**src/hdl/scpl_regs.vh**
```
// Constants of the system controller pin logic
`ifndef SCPL_REGS_VH
`define SCPL_REGS_VH

// ****************************************************************
// Clock and timebase
// ****************************************************************
`define SCPL_CLK_HZ            100000000
`define SCPL_CLK_PERIOD_NS     10
`define SCPL_XTAL_HZ           32768
`define SCPL_TICK_W            16

// ****************************************************************
// Times in their own units
// ****************************************************************
`define SCPL_HOLD_TIME_MS      250
`define SCPL_WDOG_TIME_MS      1500
`define SCPL_DEBOUNCE_TIME_MS  10
`define SCPL_RELEASE_BLANK_NS  100
`define SCPL_BLANK_W           8

// ****************************************************************
// Command byte layout
// ****************************************************************
`define SCPL_CMD_BITS          8
`define SCPL_CMD_CNT_W         4
`define SCPL_CMD_ADDR_MSB      6
`define SCPL_CMD_ADDR_LSB      0
`define SCPL_CMD_RW_BIT        7
`define SCPL_CMD_WRITE         1'h1

// ****************************************************************
// Synchroniser bit positions
// ****************************************************************
`define SCPL_SYNC_W            11
`define SCPL_S_XTAL            0
`define SCPL_S_VCC_OK          1
`define SCPL_S_VCC_PF          2
`define SCPL_S_RAM_EN          3
`define SCPL_S_HBS             4
`define SCPL_S_LBS             5
`define SCPL_S_STROBE          6
`define SCPL_S_RST             7
`define SCPL_S_CS              8
`define SCPL_S_SCLK            9
`define SCPL_S_SDATA           10

`endif

```
**src/hdl/scpl_cmd_decode.v**
```verilog
// Command byte capture and decode for the three-wire link
`timescale 1ns/1ps
`include "scpl_regs.vh"

module scpl_cmd_decode
(
	input  wire       clock_in,      // System clock
	input  wire       arst_n_in,     // Asynchronous reset, active low
	input  wire       enable_in,     // Inputs accepted when high
	input  wire       select_in,     // Synchronised serial select
	input  wire       sclk_in,       // Synchronised serial clock
	input  wire       sdata_in,      // Synchronised serial data
	output reg        cmd_valid_out, // One-cycle pulse, byte complete
	output reg  [6:0] cmd_addr_out,  // Register address
	output reg        cmd_write_out  // High for write, low for read
);

	reg                       sclk_prev_reg;
	reg [`SCPL_CMD_CNT_W-1:0] bit_cnt_reg;
	reg [`SCPL_CMD_BITS-1:0]  shift_reg;
	wire                      sclk_rise;
	wire [`SCPL_CMD_BITS-1:0] shift_next;

	assign sclk_rise  = sclk_in & ~sclk_prev_reg;
	assign shift_next = {sdata_in, shift_reg[`SCPL_CMD_BITS-1:1]};

	// ****************************************************************
	// Shift in the first byte of a transaction, low bit first
	// ****************************************************************
	always @(posedge clock_in or negedge arst_n_in)
	begin
		if (!arst_n_in)
		begin
			sclk_prev_reg <= 1'h0;
			bit_cnt_reg   <= {`SCPL_CMD_CNT_W{1'b0}};
			shift_reg     <= {`SCPL_CMD_BITS{1'b0}};
			cmd_valid_out <= 1'h0;
			cmd_addr_out  <= 7'h00;
			cmd_write_out <= 1'h0;
		end
		else
		begin
			sclk_prev_reg <= sclk_in;
			cmd_valid_out <= 1'h0;
			// Select low or inputs disabled: next byte is a command
			if (!select_in || !enable_in)
				bit_cnt_reg <= {`SCPL_CMD_CNT_W{1'b0}}; // RL14
			else if (sclk_rise &&
				bit_cnt_reg < `SCPL_CMD_BITS)
			begin
				shift_reg   <= shift_next;
				bit_cnt_reg <= bit_cnt_reg + 1'b1;
				if (bit_cnt_reg == `SCPL_CMD_BITS - 1)
				begin
					cmd_valid_out <= 1'h1; // RL14
					cmd_addr_out  <= shift_next[`SCPL_CMD_ADDR_MSB:
						`SCPL_CMD_ADDR_LSB]; // RL15
					cmd_write_out <= (shift_next[`SCPL_CMD_RW_BIT] ==
						`SCPL_CMD_WRITE); // RL16
				end
			end
		end
	end

endmodule

```
**src/hdl/scpl_pin_logic.v**
```verilog
// Pin logic of the system controller: reset, watchdog, irq, SRAM, command
//
// Notes on behaviour
// RL1 - Host holds RAM enable low to access SRAM; high keeps both enables off.
// RL2 - Active-low enable output selects the low-byte SRAM.
// RL3 - Active-low enable output selects the high-byte SRAM.
// RL4 - High-byte enable asserts only when high select and RAM enable are low.
// RL5 - Low-byte enable asserts only when low select and RAM enable low.
// RL6 - Interrupt is high while flag and its enable both stay set.
// RL7 - Reset driven low on supply fault, watchdog, power-up hold, pushbutton.
// RL8 - External low on reset is debounced, then a 250ms pulse follows.
// RL9 - Reset pin only ever pulled low, otherwise released.
// RL10 - Host strobes low each watchdog period, else reset is driven.
// RL11 - All timing derives from the 32.768kHz crystal; the release blanking counts system clock cycles.
// RL12 - After supply rises, all inputs ignored for 250ms; here the alarm flag and irq enable still drive the interrupt.
// RL13 - Supply back in tolerance holds reset for 250ms.
// RL14 - First byte of each transaction is the command byte.
// RL15 - Command bits six to zero give the register address.
// RL16 - Command bit seven: zero reads, one writes.
// RL17 - Host holds serial select high for the whole transaction.
// RL18 - Below power-fail level, both SRAM enables forced inactive.
// RL19 - Alarm flag reaches the interrupt only when its enable is set.
// RL20 - Watchdog restarts on each synchronised low strobe level.
// RL21 - Reset input synchronised before debounce; own drive ignored.
`timescale 1ns/1ps
`include "scpl_regs.vh"

module scpl_pin_logic
#(
	parameter [`SCPL_TICK_W-1:0] HOLD_TICKS =
		(`SCPL_HOLD_TIME_MS * `SCPL_XTAL_HZ + 999) / 1000,
	parameter [`SCPL_TICK_W-1:0] WDOG_TICKS =
		(`SCPL_WDOG_TIME_MS * `SCPL_XTAL_HZ) / 1000,
	parameter [`SCPL_TICK_W-1:0] DEBOUNCE_TICKS =
		(`SCPL_DEBOUNCE_TIME_MS * `SCPL_XTAL_HZ + 999) / 1000
)
(
	input  wire       clock_in,                  // System clock, 100 MHz
	input  wire       arst_n_in,                 // Async reset, active low
	input  wire       crystal_in,                // 32.768kHz oscillator
	output wire       crystal_out,               // Oscillator feedback
	input  wire       supply_fail_trip_level_in, // High: supply above trip
	input  wire       power_fail_level_in,       // High: below power-fail
	input  wire       ram_enable_in_n_in,        // RAM enable, active low
	input  wire       high_byte_select_n_in,     // High byte, active low
	input  wire       low_byte_select_n_in,      // Low byte, active low
	output wire       sram_low_byte_enable_n_out,  // Low SRAM enable
	output wire       sram_high_byte_enable_n_out, // High SRAM enable
	input  wire       alarm_match_flag_in,       // Alarm status flag
	input  wire       alarm_irq_enable_in,       // Alarm irq enable bit
	output wire       irq_out,                   // Interrupt, active high
	input  wire       watchdog_strobe_n_in,      // Strobe, active low
	input  wire       cpu_reset_n_in,            // Reset pin level
	output wire       cpu_reset_n_out,           // Reset pin drive value
	output wire       cpu_reset_n_oe_out,        // Reset pin drive enable
	input  wire       serial_select_in,          // Serial select
	input  wire       serial_clock_in,           // Serial clock
	input  wire       serial_data_in,            // Serial data
	output wire       cmd_valid_out,             // Command byte pulse
	output wire [6:0] cmd_addr_out,              // Command address
	output wire       cmd_write_out,             // Command direction
	output wire       inputs_live_out            // Inputs accepted
);

	// ****************************************************************
	// Local constants
	// ****************************************************************
	localparam [`SCPL_BLANK_W-1:0] BLANK_CYCLES =
		(`SCPL_RELEASE_BLANK_NS + `SCPL_CLK_PERIOD_NS - 1) /
		`SCPL_CLK_PERIOD_NS;
	localparam [`SCPL_TICK_W-1:0] TICK_ZERO = {`SCPL_TICK_W{1'b0}};
	localparam [`SCPL_TICK_W-1:0] TICK_ONE  = {{(`SCPL_TICK_W-1){1'b0}},
		1'b1};
	// Idle levels: strobe, reset pin and byte selects high, link lines low
	localparam [`SCPL_SYNC_W-1:0] SYNC_RESET = 11'h0F8;

	// ****************************************************************
	// Declarations
	// ****************************************************************
	wire [`SCPL_SYNC_W-1:0]  pins_s;
	wire                     xtal_s;
	wire                     vcc_ok_s;
	wire                     vcc_pf_s;
	wire                     ram_en_n_s;
	wire                     hbs_n_s;
	wire                     lbs_n_s;
	wire                     strobe_n_s;
	wire                     rst_pin_s;
	wire                     tick;
	wire                     vcc_bad;
	wire                     hold_busy;
	wire                     inputs_live;
	wire                     sram_access;
	wire                     pb_press;
	wire                     wdog_expire;
	reg                      xtal_prev_reg;
	reg                      crystal_out_reg;
	reg                      powering_up_reg;
	reg                      powering_up_next;
	reg  [`SCPL_TICK_W-1:0]  hold_cnt_reg;
	reg  [`SCPL_TICK_W-1:0]  hold_cnt_next;
	reg  [`SCPL_TICK_W-1:0]  wdog_cnt_reg;
	reg  [`SCPL_TICK_W-1:0]  wdog_cnt_next;
	reg  [`SCPL_TICK_W-1:0]  deb_cnt_reg;
	reg  [`SCPL_TICK_W-1:0]  deb_cnt_next;
	reg  [`SCPL_BLANK_W-1:0] blank_cnt_reg;
	reg  [`SCPL_BLANK_W-1:0] blank_cnt_next;
	reg                      drive_reg;
	reg                      irq_reg;
	reg                      lo_en_n_reg;
	reg                      hi_en_n_reg;

	// ****************************************************************
	// Pin synchronisers
	// ****************************************************************
	scpl_sync
	#(
		.WIDTH       (`SCPL_SYNC_W),
		.RESET_VALUE (SYNC_RESET)
	)
	u_sync
	(
		.clock_in  (clock_in),
		.arst_n_in (arst_n_in),
		.async_in  ({serial_data_in, serial_clock_in, serial_select_in,
			cpu_reset_n_in, watchdog_strobe_n_in, low_byte_select_n_in,
			high_byte_select_n_in, ram_enable_in_n_in,
			power_fail_level_in, supply_fail_trip_level_in,
			crystal_in}),
		.sync_out  (pins_s)
	);

	// Named views of the synchronised pins
	assign xtal_s     = pins_s[`SCPL_S_XTAL];
	assign vcc_ok_s   = pins_s[`SCPL_S_VCC_OK];
	assign vcc_pf_s   = pins_s[`SCPL_S_VCC_PF];
	assign ram_en_n_s = pins_s[`SCPL_S_RAM_EN];
	assign hbs_n_s    = pins_s[`SCPL_S_HBS];
	assign lbs_n_s    = pins_s[`SCPL_S_LBS];
	assign strobe_n_s = pins_s[`SCPL_S_STROBE];
	assign rst_pin_s  = pins_s[`SCPL_S_RST]; // RL21

	// ****************************************************************
	// Crystal timebase
	// ****************************************************************
	// One tick per rising crystal edge; hold, watchdog and debounce timers count ticks
	assign tick = xtal_s & ~xtal_prev_reg; // RL11

	always @(posedge clock_in or negedge arst_n_in)
	begin
		if (!arst_n_in)
		begin
			xtal_prev_reg   <= 1'h0;
			crystal_out_reg <= 1'h1;
		end
		else
		begin
			xtal_prev_reg   <= xtal_s;
			crystal_out_reg <= ~xtal_s;
		end
	end

	assign crystal_out = crystal_out_reg;

	// ****************************************************************
	// Supply state and reset reasons
	// ****************************************************************
	assign vcc_bad     = ~vcc_ok_s;
	assign hold_busy   = (hold_cnt_reg != TICK_ZERO);
	assign inputs_live = ~powering_up_reg & ~vcc_bad; // RL12
	assign sram_access = inputs_live & ~vcc_pf_s; // RL18

	// Pushbutton: own drive and its release tail are blanked
	assign pb_press = inputs_live & ~drive_reg & ~rst_pin_s & tick &
		(blank_cnt_reg == {`SCPL_BLANK_W{1'b0}}) &
		(deb_cnt_reg == DEBOUNCE_TICKS - TICK_ONE); // RL21

	// Watchdog runs out without a low strobe
	assign wdog_expire = inputs_live & ~hold_busy & tick &
		(wdog_cnt_reg == WDOG_TICKS - TICK_ONE); // RL10

	// Next values of the hold timer and power-up flag
	always @*
	begin
		hold_cnt_next    = hold_cnt_reg;
		powering_up_next = powering_up_reg;
		if (vcc_bad)
		begin
			hold_cnt_next    = HOLD_TICKS; // RL13
			powering_up_next = 1'h1; // RL12
		end
		else if (wdog_expire || pb_press)
			hold_cnt_next = HOLD_TICKS; // RL8
		else if (hold_busy && tick)
			hold_cnt_next = hold_cnt_reg - TICK_ONE;
		else if (!hold_busy)
			powering_up_next = 1'h0;
	end

	// Debounce counts ticks of a steady low from outside
	always @*
	begin
		deb_cnt_next = deb_cnt_reg;
		if (!inputs_live || drive_reg || rst_pin_s ||
			blank_cnt_reg != {`SCPL_BLANK_W{1'b0}})
			deb_cnt_next = TICK_ZERO; // RL21
		else if (tick && deb_cnt_reg < DEBOUNCE_TICKS - TICK_ONE)
			deb_cnt_next = deb_cnt_reg + TICK_ONE; // RL8
	end

	// Blanking while the pin rises back after our own drive
	always @*
	begin
		blank_cnt_next = blank_cnt_reg;
		if (drive_reg)
			blank_cnt_next = BLANK_CYCLES; // RL21
		else if (blank_cnt_reg != {`SCPL_BLANK_W{1'b0}})
			blank_cnt_next = blank_cnt_reg - {{(`SCPL_BLANK_W-1){1'b0}},
				1'b1};
	end

	// Watchdog restarts on any low strobe level
	always @*
	begin
		wdog_cnt_next = wdog_cnt_reg;
		if (!inputs_live || hold_busy || !strobe_n_s)
			wdog_cnt_next = TICK_ZERO; // RL20
		else if (tick)
			wdog_cnt_next = wdog_cnt_reg + TICK_ONE; // RL10
	end

	// ****************************************************************
	// Timer and reset drive registers
	// ****************************************************************
	always @(posedge clock_in or negedge arst_n_in)
	begin
		if (!arst_n_in)
		begin
			hold_cnt_reg    <= HOLD_TICKS;
			powering_up_reg <= 1'h1;
			wdog_cnt_reg    <= {`SCPL_TICK_W{1'b0}};
			deb_cnt_reg     <= {`SCPL_TICK_W{1'b0}};
			blank_cnt_reg   <= {`SCPL_BLANK_W{1'b0}};
			drive_reg       <= 1'h1;
		end
		else
		begin
			hold_cnt_reg    <= hold_cnt_next;
			powering_up_reg <= powering_up_next;
			wdog_cnt_reg    <= wdog_cnt_next;
			deb_cnt_reg     <= deb_cnt_next;
			blank_cnt_reg   <= blank_cnt_next;
			drive_reg       <= vcc_bad | (hold_cnt_next != TICK_ZERO); // RL7
		end
	end

	// Open drain: value always low, only the enable moves
	assign cpu_reset_n_out    = 1'h0; // RL9
	assign cpu_reset_n_oe_out = drive_reg; // RL9

	// ****************************************************************
	// Interrupt output
	// ****************************************************************
	always @(posedge clock_in or negedge arst_n_in)
	begin
		if (!arst_n_in)
			irq_reg <= 1'h0;
		else
			irq_reg <= alarm_match_flag_in & alarm_irq_enable_in; // RL6 RL19
	end

	assign irq_out = irq_reg;

	// ****************************************************************
	// SRAM chip enable gating
	// ****************************************************************
	always @(posedge clock_in or negedge arst_n_in)
	begin
		if (!arst_n_in)
		begin
			lo_en_n_reg <= 1'h1;
			hi_en_n_reg <= 1'h1;
		end
		else
		begin
			lo_en_n_reg <= ~(sram_access & ~ram_en_n_s & ~lbs_n_s); // RL5 RL1
			hi_en_n_reg <= ~(sram_access & ~ram_en_n_s & ~hbs_n_s); // RL4 RL1
		end
	end

	assign sram_low_byte_enable_n_out  = lo_en_n_reg; // RL2
	assign sram_high_byte_enable_n_out = hi_en_n_reg; // RL3

	// ****************************************************************
	// Command byte decoder
	// ****************************************************************
	scpl_cmd_decode u_cmd
	(
		.clock_in      (clock_in),
		.arst_n_in     (arst_n_in),
		.enable_in     (inputs_live),
		.select_in     (pins_s[`SCPL_S_CS]),
		.sclk_in       (pins_s[`SCPL_S_SCLK]),
		.sdata_in      (pins_s[`SCPL_S_SDATA]),
		.cmd_valid_out (cmd_valid_out),
		.cmd_addr_out  (cmd_addr_out),
		.cmd_write_out (cmd_write_out)
	);

	assign inputs_live_out = inputs_live;

endmodule

```
**src/hdl/scpl_sync.v**
```verilog
// Two flip-flop synchroniser for a group of pin inputs
`timescale 1ns/1ps

module scpl_sync
#(
	parameter WIDTH = 1,
	parameter [WIDTH-1:0] RESET_VALUE = {WIDTH{1'b0}}
)
(
	input  wire             clock_in,  // System clock
	input  wire             arst_n_in, // Asynchronous reset, active low
	input  wire [WIDTH-1:0] async_in,  // Pins from outside the domain
	output wire [WIDTH-1:0] sync_out   // Synchronised levels
);

	reg [WIDTH-1:0] meta_reg;
	reg [WIDTH-1:0] sync_reg;

	// ****************************************************************
	// Two stages; only the second stage is read
	// ****************************************************************
	always @(posedge clock_in or negedge arst_n_in)
	begin
		if (!arst_n_in)
		begin
			meta_reg <= RESET_VALUE;
			sync_reg <= RESET_VALUE;
		end
		else
		begin
			meta_reg <= async_in;
			sync_reg <= meta_reg;
		end
	end

	assign sync_out = sync_reg;

endmodule

```
**config.mk**
```make
export PLATFORM = sky130hd
export DESIGN_NAME = scpl_pin_logic
export DESIGN_NICKNAME = d
export VERILOG_FILES = /design/src/hdl/scpl_cmd_decode.v /design/src/hdl/scpl_pin_logic.v /design/src/hdl/scpl_sync.v
export VERILOG_INCLUDE_DIRS = /design/src /design/src/hdl
export SDC_FILE = /design/constraint.sdc
export NUM_CORES = 1
export LEC_CHECK = 0
export BUFFER_PORTS_ARGS = -buffer_cell sky130_fd_sc_hd__buf_2
export CAP_MARGIN = 15
export CORE_MARGIN = 4
export CORE_UTILIZATION = 54
export CTS_CLUSTER_DIAMETER = 40
export DETAILED_ROUTE_END_ITERATION = 10
export GPL_ROUTABILITY_DRIVEN = 0
export GPL_TIMING_DRIVEN = 0
export HOLD_SLACK_MARGIN = 0.05
export PLACE_DENSITY_LB_ADDON = 0.25
export REMOVE_ABC_BUFFERS = 1
export SYNTH_ARGS = -nofsm -noshare
export SYNTH_HDL_FRONTEND = slang
export SYNTH_SLANG_ARGS = --single-unit
```
**constraint.sdc**
```tcl
create_clock -name clock_in -period 2.4 [get_ports clock_in]
set_clock_uncertainty 0.05 [all_clocks]
set_input_delay 0.12 -clock clock_in [delete_from_list [all_inputs] [get_ports clock_in]]
set_output_delay 0.12 -clock clock_in [all_outputs]
set_load 0.02 [all_outputs]
```
==> insert_results.sql, run 1 <==
INSERT INTO impl_metrics (metric_group, metric, value, unit) VALUES
('run_status', 'status', 'completed', ''),
('critical_path', 'r2r_setup_slack', '20', 'ps'),
('floorplanning', 'core-area', '8217', 'um2'),
('job', 'drv.max_cap_violation_count', '0', ''),
('clocking', 'ctsHtreeMaxLevel', '3', ''),
('synthesis', 'netlist_area', '4554', 'um2'),
('clocking', 'cts_root_buf', 'sky130_fd_sc_hd__clkbuf_8', ''),
('sta', 'finalWorstPathRequiredPeriod', '2376', 'ps'),
('clocking', 'cts.path.max_buffers', '2', ''),
('placement', 'place.port_buffers', '29', ''),
('placement', 'dpl_cell_area', '4820', 'um2'),
('layout', 'layout-drive-gt1-share', '23.25', '%'),
('power', 'power', '0.003343', 'W'),
('sta', 'slew_violations', '0', ''),
('floorplanning', 'placementRows', '33', ''),
('global_route', 'wire_length_of_the_first_global_routing_pass', '14.18', 'mm'),
('drt', 'route.antenna.remaining_nets', '0', ''),
('critical_path', 'r2r_cells', '6', ''),
('synthesis', 'count_of_flip_flops_with_a_built_in_enable_after_synthesis', '0', ''),
('worst_hold_path', 'hp-class', 'in2async', ''),
('drt', 'routedWlPerCell', '14.29', 'um'),
('power', 'worst_vdd_drop', '0.3435', 'mV'),
('layout', 'insertedDiodeCount', '0', ''),
('sta', 'finalSetupViolCount', '0', ''),
('clocking', 'cts_buffers', '9', ''),
('clocking', 'clkTransAtPathRegs', '120', 'ps'),
('sta', 'setup_tns', '0', 'ps'),
('floorplanning', 'die_width', '99.84', 'um'),
('floorplanning', 'io_pins', '31', ''),
('synthesis', 'yosys_most_used_dff', 'sky130_fd_sc_hd__dfrtp_1', ''),
('drt', 'remaining_drc_errors', '0', ''),
('synthesis', 'synth-seq-area-share', '58.68', '%'),
('sta', 'tcrit_tclk_final', '99.02', '%'),
('critical_path', 'crit_type', 'reg2reg', ''),
('layout', 'postLayoutCellArea', '5299', 'um2'),
('power', 'leakagePower', '2.370', 'nW'),
('clocking', 'tritoncts', 'built', ''),
('critical_path', 'crit_path_end_kind', 'register', ''),
('synthesis', 'synth.yosys.warnings', '0', ''),
('synthesis', 'synth.avg_cell_area', '11.53', 'um2'),
('global_route', 'first_global_vias', '3016', ''),
('floorplanning', 'fp.dieArea', '9967', 'um2'),
('layout', 'final_net_count', '473', ''),
('power', 'power_density', '630.9', 'nW/um2'),
('synthesis', 'synth_async_sr_flop_share', '100.0', '%'),
('sta', 'worst_rel_slew_slack', '53.98', '%'),
('floorplanning', 'die_h', '99.84', 'um'),
('clocking', 'clkSinkCount', '106', ''),
('drt', 'route.detailed.vias_per_inst', '5.332', ''),
('clocking', 'clk_latency', '380', 'ps'),
('drt', 'vias_post_dr', '2991', ''),
('placement', 'detailed_place_hpwl', '5.306', 'mm'),
('global_route', 'grt_usage', '17.72', '%'),
('global_route', 'grt_antenna_before_repair', '0', ''),
('critical_path', 'reg2reg_to', 'cpu_reset_n_oe_out', ''),
('floorplanning', 'initial_core_util', '55.43', '%'),
('sta', 'hold_viol', '0', ''),
('synthesis', 'yosys.cell_types.count', '55', ''),
('sta', 'setup_repair_after_global_routing_missed_its_margin', 'yes', ''),
('critical_path', 'reg2reg_from', 'hold_cnt_reg[4]', ''),
('global_route', 'grt_overflow_total', '0', ''),
('drt', 'route.final.wire_length', '8.016', 'mm'),
('critical_path', 'worst_ep_required_time', '2640', 'ps'),
('synthesis', 'synth-seq-cells', '106', ''),
('drt', 'router_iterations_before_antenna_repair', '4', ''),
('global_route', 'largest_net_degree_at_the_start_of_global_routing', '55', ''),
('critical_path', 'critPathLaunchType', 'register', ''),
('critical_path', 'worst-endpoint-arrival', '2620', 'ps'),
('layout', 'area_growth_syn_to_layout', '16.35', '%'),
('critical_path', 'critPathCapture', 'cpu_reset_n_oe_out', ''),
('critical_path', 'critical_path_peak_fanout', '7', ''),
('sta', 'max_clock_freq', '0.4208', 'GHz'),
('sta', 'worst_slew_pin_slew', '688.8', 'ps'),
('synthesis', 'synthCells', '395', ''),
('critical_path', 'critPathLaunch', 'hold_cnt_reg[4]', ''),
('drt', 'drt-initial-drc-count', '180', '');
through the flow:
step / worst slack (ps) / hold slack [ps] / utilization, % / cells
2_1_floorplan: -99.06 / -225.6 / - / 387
3_3_place_gp: -736.6 / 176.3 / 58.29 / 521
3_5_place_dp: -773.0 / 164.7 / 58.66 / 522
4_1_cts: -18.41 / 287.4 / 63.29 / 555
5_1_grt: -80.77 / 308.1 / 64.49 / 561
6_report: 23.50 / 270.7 / 64.49 / 561
Yosys cell counts (2+ instances only):
master                     number  area (um2)
sky130_fd_sc_hd__nand2b_1       7       43.79
sky130_fd_sc_hd__dfstp_2       16       420.4
sky130_fd_sc_hd__clkbuf_1       3       11.26
sky130_fd_sc_hd__and3_1         3       18.77
sky130_fd_sc_hd__nand3b_1       2       15.01
sky130_fd_sc_hd__inv_1         10       37.54
sky130_fd_sc_hd__or3_1          9       56.30
sky130_fd_sc_hd__a21oi_1       10       50.05
sky130_fd_sc_hd__nor2b_1        4       25.02
sky130_fd_sc_hd__xor2_1        21       183.9
sky130_fd_sc_hd__nand4b_1       3       26.28
sky130_fd_sc_hd__nor4_2         2       25.02
sky130_fd_sc_hd__and2_1        11       68.82
sky130_fd_sc_hd__nand4_1        9       56.30
sky130_fd_sc_hd__o31ai_1        2       15.01
sky130_fd_sc_hd__buf_2          3       15.01
sky130_fd_sc_hd__buf_4          2       15.01
sky130_fd_sc_hd__ha_1           7       87.58
sky130_fd_sc_hd__nand3_1       14       70.07
sky130_fd_sc_hd__nor3_1         7       35.03
sky130_fd_sc_hd__nor4b_2        2       30.03
sky130_fd_sc_hd__mux2i_1        4       40.04
sky130_fd_sc_hd__nor2_1        59       221.5
sky130_fd_sc_hd__and4_1         2       17.52
sky130_fd_sc_hd__o21ai_0        4       20.02
sky130_fd_sc_hd__nor4_1         3       18.77
sky130_fd_sc_hd__o21a_1         2       15.01
sky130_fd_sc_hd__xnor2_1       16       140.1
sky130_fd_sc_hd__or4_1          4       30.03
sky130_fd_sc_hd__a211oi_1       2       15.01
sky130_fd_sc_hd__nand2_1       25       93.84
sky130_fd_sc_hd__mux2_2        15       168.9
sky130_fd_sc_hd__dfrtp_1       90        2252
where the power goes:
| group | internal (W) | switching (W) | total, W |
|---|---|---|---|
| Sequential | 0.00185 | 0.0000580 | 0.00191 |
| Combinational | 0.000157 | 0.000185 | 0.000342 |
| Clock | 0.000416 | 0.000680 | 0.00110 |
layer usage:
metal / up-vias / track usage (%) / part of all wire (%)
li1: 1469 / - / -
met1: 1478 / 24.07 / 46
met2: 35 / 28.63 / 50
met3: 9 / 4.100 / 2.8
met4: 0 / 5.357 / 1.2
met5: - / 0 / 0
timing repair:
| item | 4_1_cts | 5_1_grt |
|---|---|---|
| endpoints found under the hold margin | 59 | 0 |
| endpoints found under the setup margin | 26 | 25 |
| hold buffers | 14 | 0 |
| setup buffers | 3 | 6 |
| pin swaps | 1 | 5 |
| gates resized for setup | 3 | 10 |
worst max-delay path: stages (launching register included):
cell,delay (ps)
sky130_fd_sc_hd__dfrtp_2,480
sky130_fd_sc_hd__nor4_4,430
sky130_fd_sc_hd__nand3_1,160
sky130_fd_sc_hd__or3b_4,430
sky130_fd_sc_hd__xor2_2,180
sky130_fd_sc_hd__nand4b_1,130
sky130_fd_sc_hd__or4_4,450
layout by cell type, fill, tap and decap left out, types with 9 or more instances in the layout:
cell / instances
sky130_fd_sc_hd__dfrtp_1: 89
sky130_fd_sc_hd__nor2_1: 59
sky130_fd_sc_hd__buf_2: 28
sky130_fd_sc_hd__nand2_1: 25
sky130_fd_sc_hd__xor2_1: 20
sky130_fd_sc_hd__xnor2_1: 16
sky130_fd_sc_hd__dfstp_2: 16
sky130_fd_sc_hd__mux2_2: 15
sky130_fd_sc_hd__dlygate4sd3_1: 14
sky130_fd_sc_hd__nand3_1: 13
sky130_fd_sc_hd__and2_1: 11
sky130_fd_sc_hd__inv_1: 10
sky130_fd_sc_hd__a21oi_1: 10
sky130_fd_sc_hd__buf_4: 10
sky130_fd_sc_hd__nand4_1: 9
sky130_fd_sc_hd__or3_1: 9
sky130_fd_sc_hd__clkbuf_8: 9
cell families (layout without fill, tap and decap cells):
| group | count (synthesis) | in the layout | share of synthesized area [%] |
|---|---|---|---|
| DFF | 106 | 106 | 58.68 |
| muxes | 19 | 19 | 4.588 |
| buffers and inverters | 18 | 79 | 1.731 |
| adders and majority gates | 7 | 7 | 1.923 |
| AOI/OAI and AO/OA | 30 | 30 | 4.725 |
| and+or+nand+nor | 177 | 177 | 21.15 |
| xor gates and xnor gates | 37 | 37 | 7.115 |
| other | 1 | 1 | 0.08234 |
worst min-delay path by stage:
stage                               startpoint               endpoint
after floorplan                      arst_n_in       blank_cnt_reg[0]
after detailed placement             arst_n_in       blank_cnt_reg[3]
after global routing           serial_clock_in     u_sync.meta_reg[9]
final                                arst_n_in  u_cmd.cmd_addr_out[3]
after CTS                            arst_n_in   u_cmd.bit_cnt_reg[0]
after global placement    low_byte_select_n_in     u_sync.meta_reg[5]
layout make-up:
class                      instances  area, um2
fill                             644       2918
sequential                       106       2674
multi-input combinational        271       1871
timing repair buffer              53      382.9
tap                              105      131.4
clock buffer                       9      123.9
clock inverter                     7      78.83
inverter                          10      37.54
No activity file was read; power rests on OpenSTA's default activity.
==> run 2, diff against run 1 <==
--- a/config.mk
+++ b/config.mk
@@ -15,7 +15,7 @@
 export GPL_ROUTABILITY_DRIVEN = 0
 export GPL_TIMING_DRIVEN = 0
 export HOLD_SLACK_MARGIN = 0.05
-export PLACE_DENSITY_LB_ADDON = 0.25
+export PLACE_DENSITY = 0.85
 export REMOVE_ABC_BUFFERS = 1
 export SYNTH_ARGS = -nofsm -noshare
 export SYNTH_HDL_FRONTEND = slang
==> run 2 against run 1 <==
Non-clock buffer count fell by 3. Critical path type unchanged. Count of clock-buffer cells in the layout rose by 2. Wire length down 1.1%. Hold slack got worse by 90 ps. Sequential share of layout area grew 0.18 points. Sequential power hardly changed. First-iteration DRC count fell by 32%. Register-to-register slack improved by 40 ps. Largest cell class unchanged. Setup slack improved by 37 ps. Core utilization fell by 0.23 points. Critical endpoint unchanged. Total power decreased by 3.4%. Cell area decreased by 0.35%. Largest power group unchanged.
==> insert_results.sql, run 2 (synthesis gave the netlist of run 1 again) <==
INSERT INTO impl_metrics (metric_group, metric, value, unit) VALUES
('sta', 'max_clock_freq', '0.4274', 'GHz'),
('layout', 'layout_commonest_cell', 'sky130_fd_sc_hd__dfrtp_1', ''),
('sta', 'worst_rel_slew_slack', '57.27', '%'),
('drt', 'routedWlPerCell', '14.20', 'um'),
('layout', 'final.fill_count', '604', ''),
('placement', 'detailed_place_hpwl', '5.311', 'mm'),
('floorplanning', 'io_pins', '31', ''),
('sta', 'finalWorstPathRequiredPeriod', '2340', 'ps'),
('sta', 'slew_violations', '0', ''),
('layout', 'postLayoutCellArea', '5280', 'um2'),
('layout', 'insertedDiodeCount', '0', ''),
('global_route', 'grt_use_met1', '22.43', '%'),
('placement', 'worst_slack_at_placement', '-720.1', 'ps'),
('global_route', 'busiest_grt_layer', 'met2', ''),
('layout', 'final_cell_mix', 'sky130_fd_sc_hd__dfrtp_1 (89), sky130_fd_sc_hd__nor2_1 (59), sky130_fd_sc_hd__buf_2 (28)', ''),
('global_route', 'grt_antenna_before_repair', '0', ''),
('floorplanning', 'die_h', '99.84', 'um'),
('sta', 'setup_repair_after_global_routing_missed_its_margin', 'yes', ''),
('floorplanning', 'fp.dieArea', '9967', 'um2'),
('clocking', 'cts_buffers', '9', ''),
('global_route', 'grt_usage', '17.05', '%'),
('floorplanning', 'die_width', '99.84', 'um'),
('sta', 'finalSetupViolCount', '0', ''),
('global_route', 'groute.layer.met2.usage', '28.94', '%'),
('critical_path', 'critPathLaunch', 'hold_cnt_reg[4]', ''),
('clocking', 'ctsHtreeMaxLevel', '3', ''),
('power', 'power', '0.003228', 'W'),
('critical_path', 'worst-endpoint-arrival', '2560', 'ps'),
('layout', 'final_net_count', '470', ''),
('layout', 'area_growth_syn_to_layout', '15.93', '%'),
('drt', 'route.antenna.remaining_nets', '0', ''),
('critical_path', 'critical_path_peak_fanout', '9', ''),
('power', 'leakagePower', '2.352', 'nW'),
('drt', 'router_iterations_before_antenna_repair', '5', ''),
('critical_path', 'reg2reg_from', 'hold_cnt_reg[4]', ''),
('layout', 'layout.cells.non_filler', '558', ''),
('layout', 'area_occupied_by_multi_input_gates', '1887', 'um2'),
('floorplanning', 'placementRows', '33', ''),
('floorplanning', 'initial_core_util', '55.43', '%'),
('drt', 'drt-initial-drc-count', '122', ''),
('clocking', 'cts.path.max_buffers', '2', ''),
('critical_path', 'crit_path_end_kind', 'register', ''),
('placement', 'numPlacedInstances', '522', ''),
('sta', 'hold_viol', '0', ''),
('drt', 'vias_post_dr', '3012', ''),
('placement', 'place.port_buffers', '29', ''),
('sta', 'worst_slew_pin_slew', '632.9', 'ps'),
('layout', 'layout-drive-gt1-share', '22.74', '%'),
('sta', 'tcrit_tclk_final', '97.48', '%'),
('layout', 'seqCellArea', '2674', 'um2'),
('critical_path', 'cp_slowest_stage_delay', '490', 'ps'),
('drt', 'remaining_drc_errors', '0', ''),
('global_route', 'first_global_vias', '3006', ''),
('floorplanning', 'core-area', '8217', 'um2'),
('critical_path', 'crit_type', 'reg2reg', ''),
('critical_path', 'critPathLaunchType', 'register', ''),
('run_status', 'status', 'completed', ''),
('sta', 'worst_slack', '60.38', 'ps'),
('global_route', 'grtUsageMet3', '3.753', '%'),
('critical_path', 'cp_cell_sequence', 'nor4_4 > nand3_1 > or3b_1 > xor2_1 > nand4b_1 > or4_1', ''),
('job', 'drv.max_cap_violation_count', '0', ''),
('drt', 'route.detailed.vias_per_inst', '5.398', ''),
('clocking', 'tritoncts', 'built', ''),
('global_route', 'wire_length_of_the_first_global_routing_pass', '13.81', 'mm'),
('global_route', 'largest_net_degree_at_the_start_of_global_routing', '78', ''),
('critical_path', 'worst_ep_required_time', '2620', 'ps'),
('clocking', 'clkTransAtPathRegs', '90', 'ps'),
('placement', 'dpl_cell_area', '4820', 'um2'),
('global_route', 'grt_overflow_total', '0', ''),
('drt', 'route.final.wire_length', '7.926', 'mm'),
('critical_path', 'timing.critical_path.slowest_stage_cell', 'sky130_fd_sc_hd__dfrtp_2', ''),
('clocking', 'cts_root_buf', 'sky130_fd_sc_hd__clkbuf_8', ''),
('clocking', 'clkSinkCount', '106', ''),
('clocking', 'clk_latency', '350', 'ps'),
('worst_hold_path', 'hp-class', 'in2async', ''),
('power', 'power_density', '611.4', 'nW/um2'),
('power', 'worst_vdd_drop', '0.2916', 'mV');
-- run 2: power by group --
part	internal, W	switching [W]	leakage [nW]	total (W)
Combinational	0.000152	0.000183	0.883	0.000335
Sequential	0.00185	0.0000617	1.38	0.00191
Clock	0.000413	0.000572	0.0941	0.000985
Total	0.00241	0.000817	2.35	0.00323
-- run 2: final cells by class --
cell class / count / area share, %
Multi-Input combinational cell: 271 / 35.73
Sequential cell: 106 / 50.64
Timing Repair Buffer: 50 / 7.062
Inverter: 10 / 0.7109
Clock inverter: 5 / 0.6872
Tap cell: 105 / 2.488
Clock buffer: 11 / 2.678
-- run 2: what timing repair did --
action	in CTS	in global routing
endpoints found under the setup margin	18	35
endpoints found under the hold margin	41	0
hold buffers	14	0
pin swaps	2	3
buffers inserted	4	2
resized for setup	3	12
-- run 2: worst paths after layout --
path                       depth (start not counted)                 end  slack, ps
max                                                6  cpu_reset_n_oe_out         60
min                                                2    blank_cnt_reg[1]        180
max reg2reg                                        6  cpu_reset_n_oe_out         60
min reg2reg                                        0  u_sync.sync_out[3]        300
max in group asynchronous                          3  u_sync.sync_out[6]       1400
min in group clock_in                              0  u_sync.sync_out[3]        300
-- run 2: critical path, delay by kind of cell, from the launching register on --
| family | cells | cell delay, ps |
|---|---|---|
| xor gates and xnor gates | 1 | 210 |
| and+or+nand+nor | 5 | 1500 |
| DFF | 1 | 490 |
-- run 2: routing by layer --
| layer | routed length (um) | share of wire (%) |
|---|---|---|
| met2 | 4115 | 52 |
| met5 | 0 | 0 |
| met4 | 47 | 0.59 |
| met3 | 265 | 3.3 |
| met1 | 3497 | 44 |
-- run 2: stage by stage --
step / util (%) / TNS (ps) / hold slack (ps)
2_1_floorplan: - / -101.2 / -225.6
3_3_place_gp: 58.29 / -9542 / 177.3
3_5_place_dp: 58.66 / -10440 / 26.93
4_1_cts: 63.27 / 0 / 179.3
5_1_grt: 64.26 / -17.25 / 197.3
6_report: 64.26 / 0 / 180.7
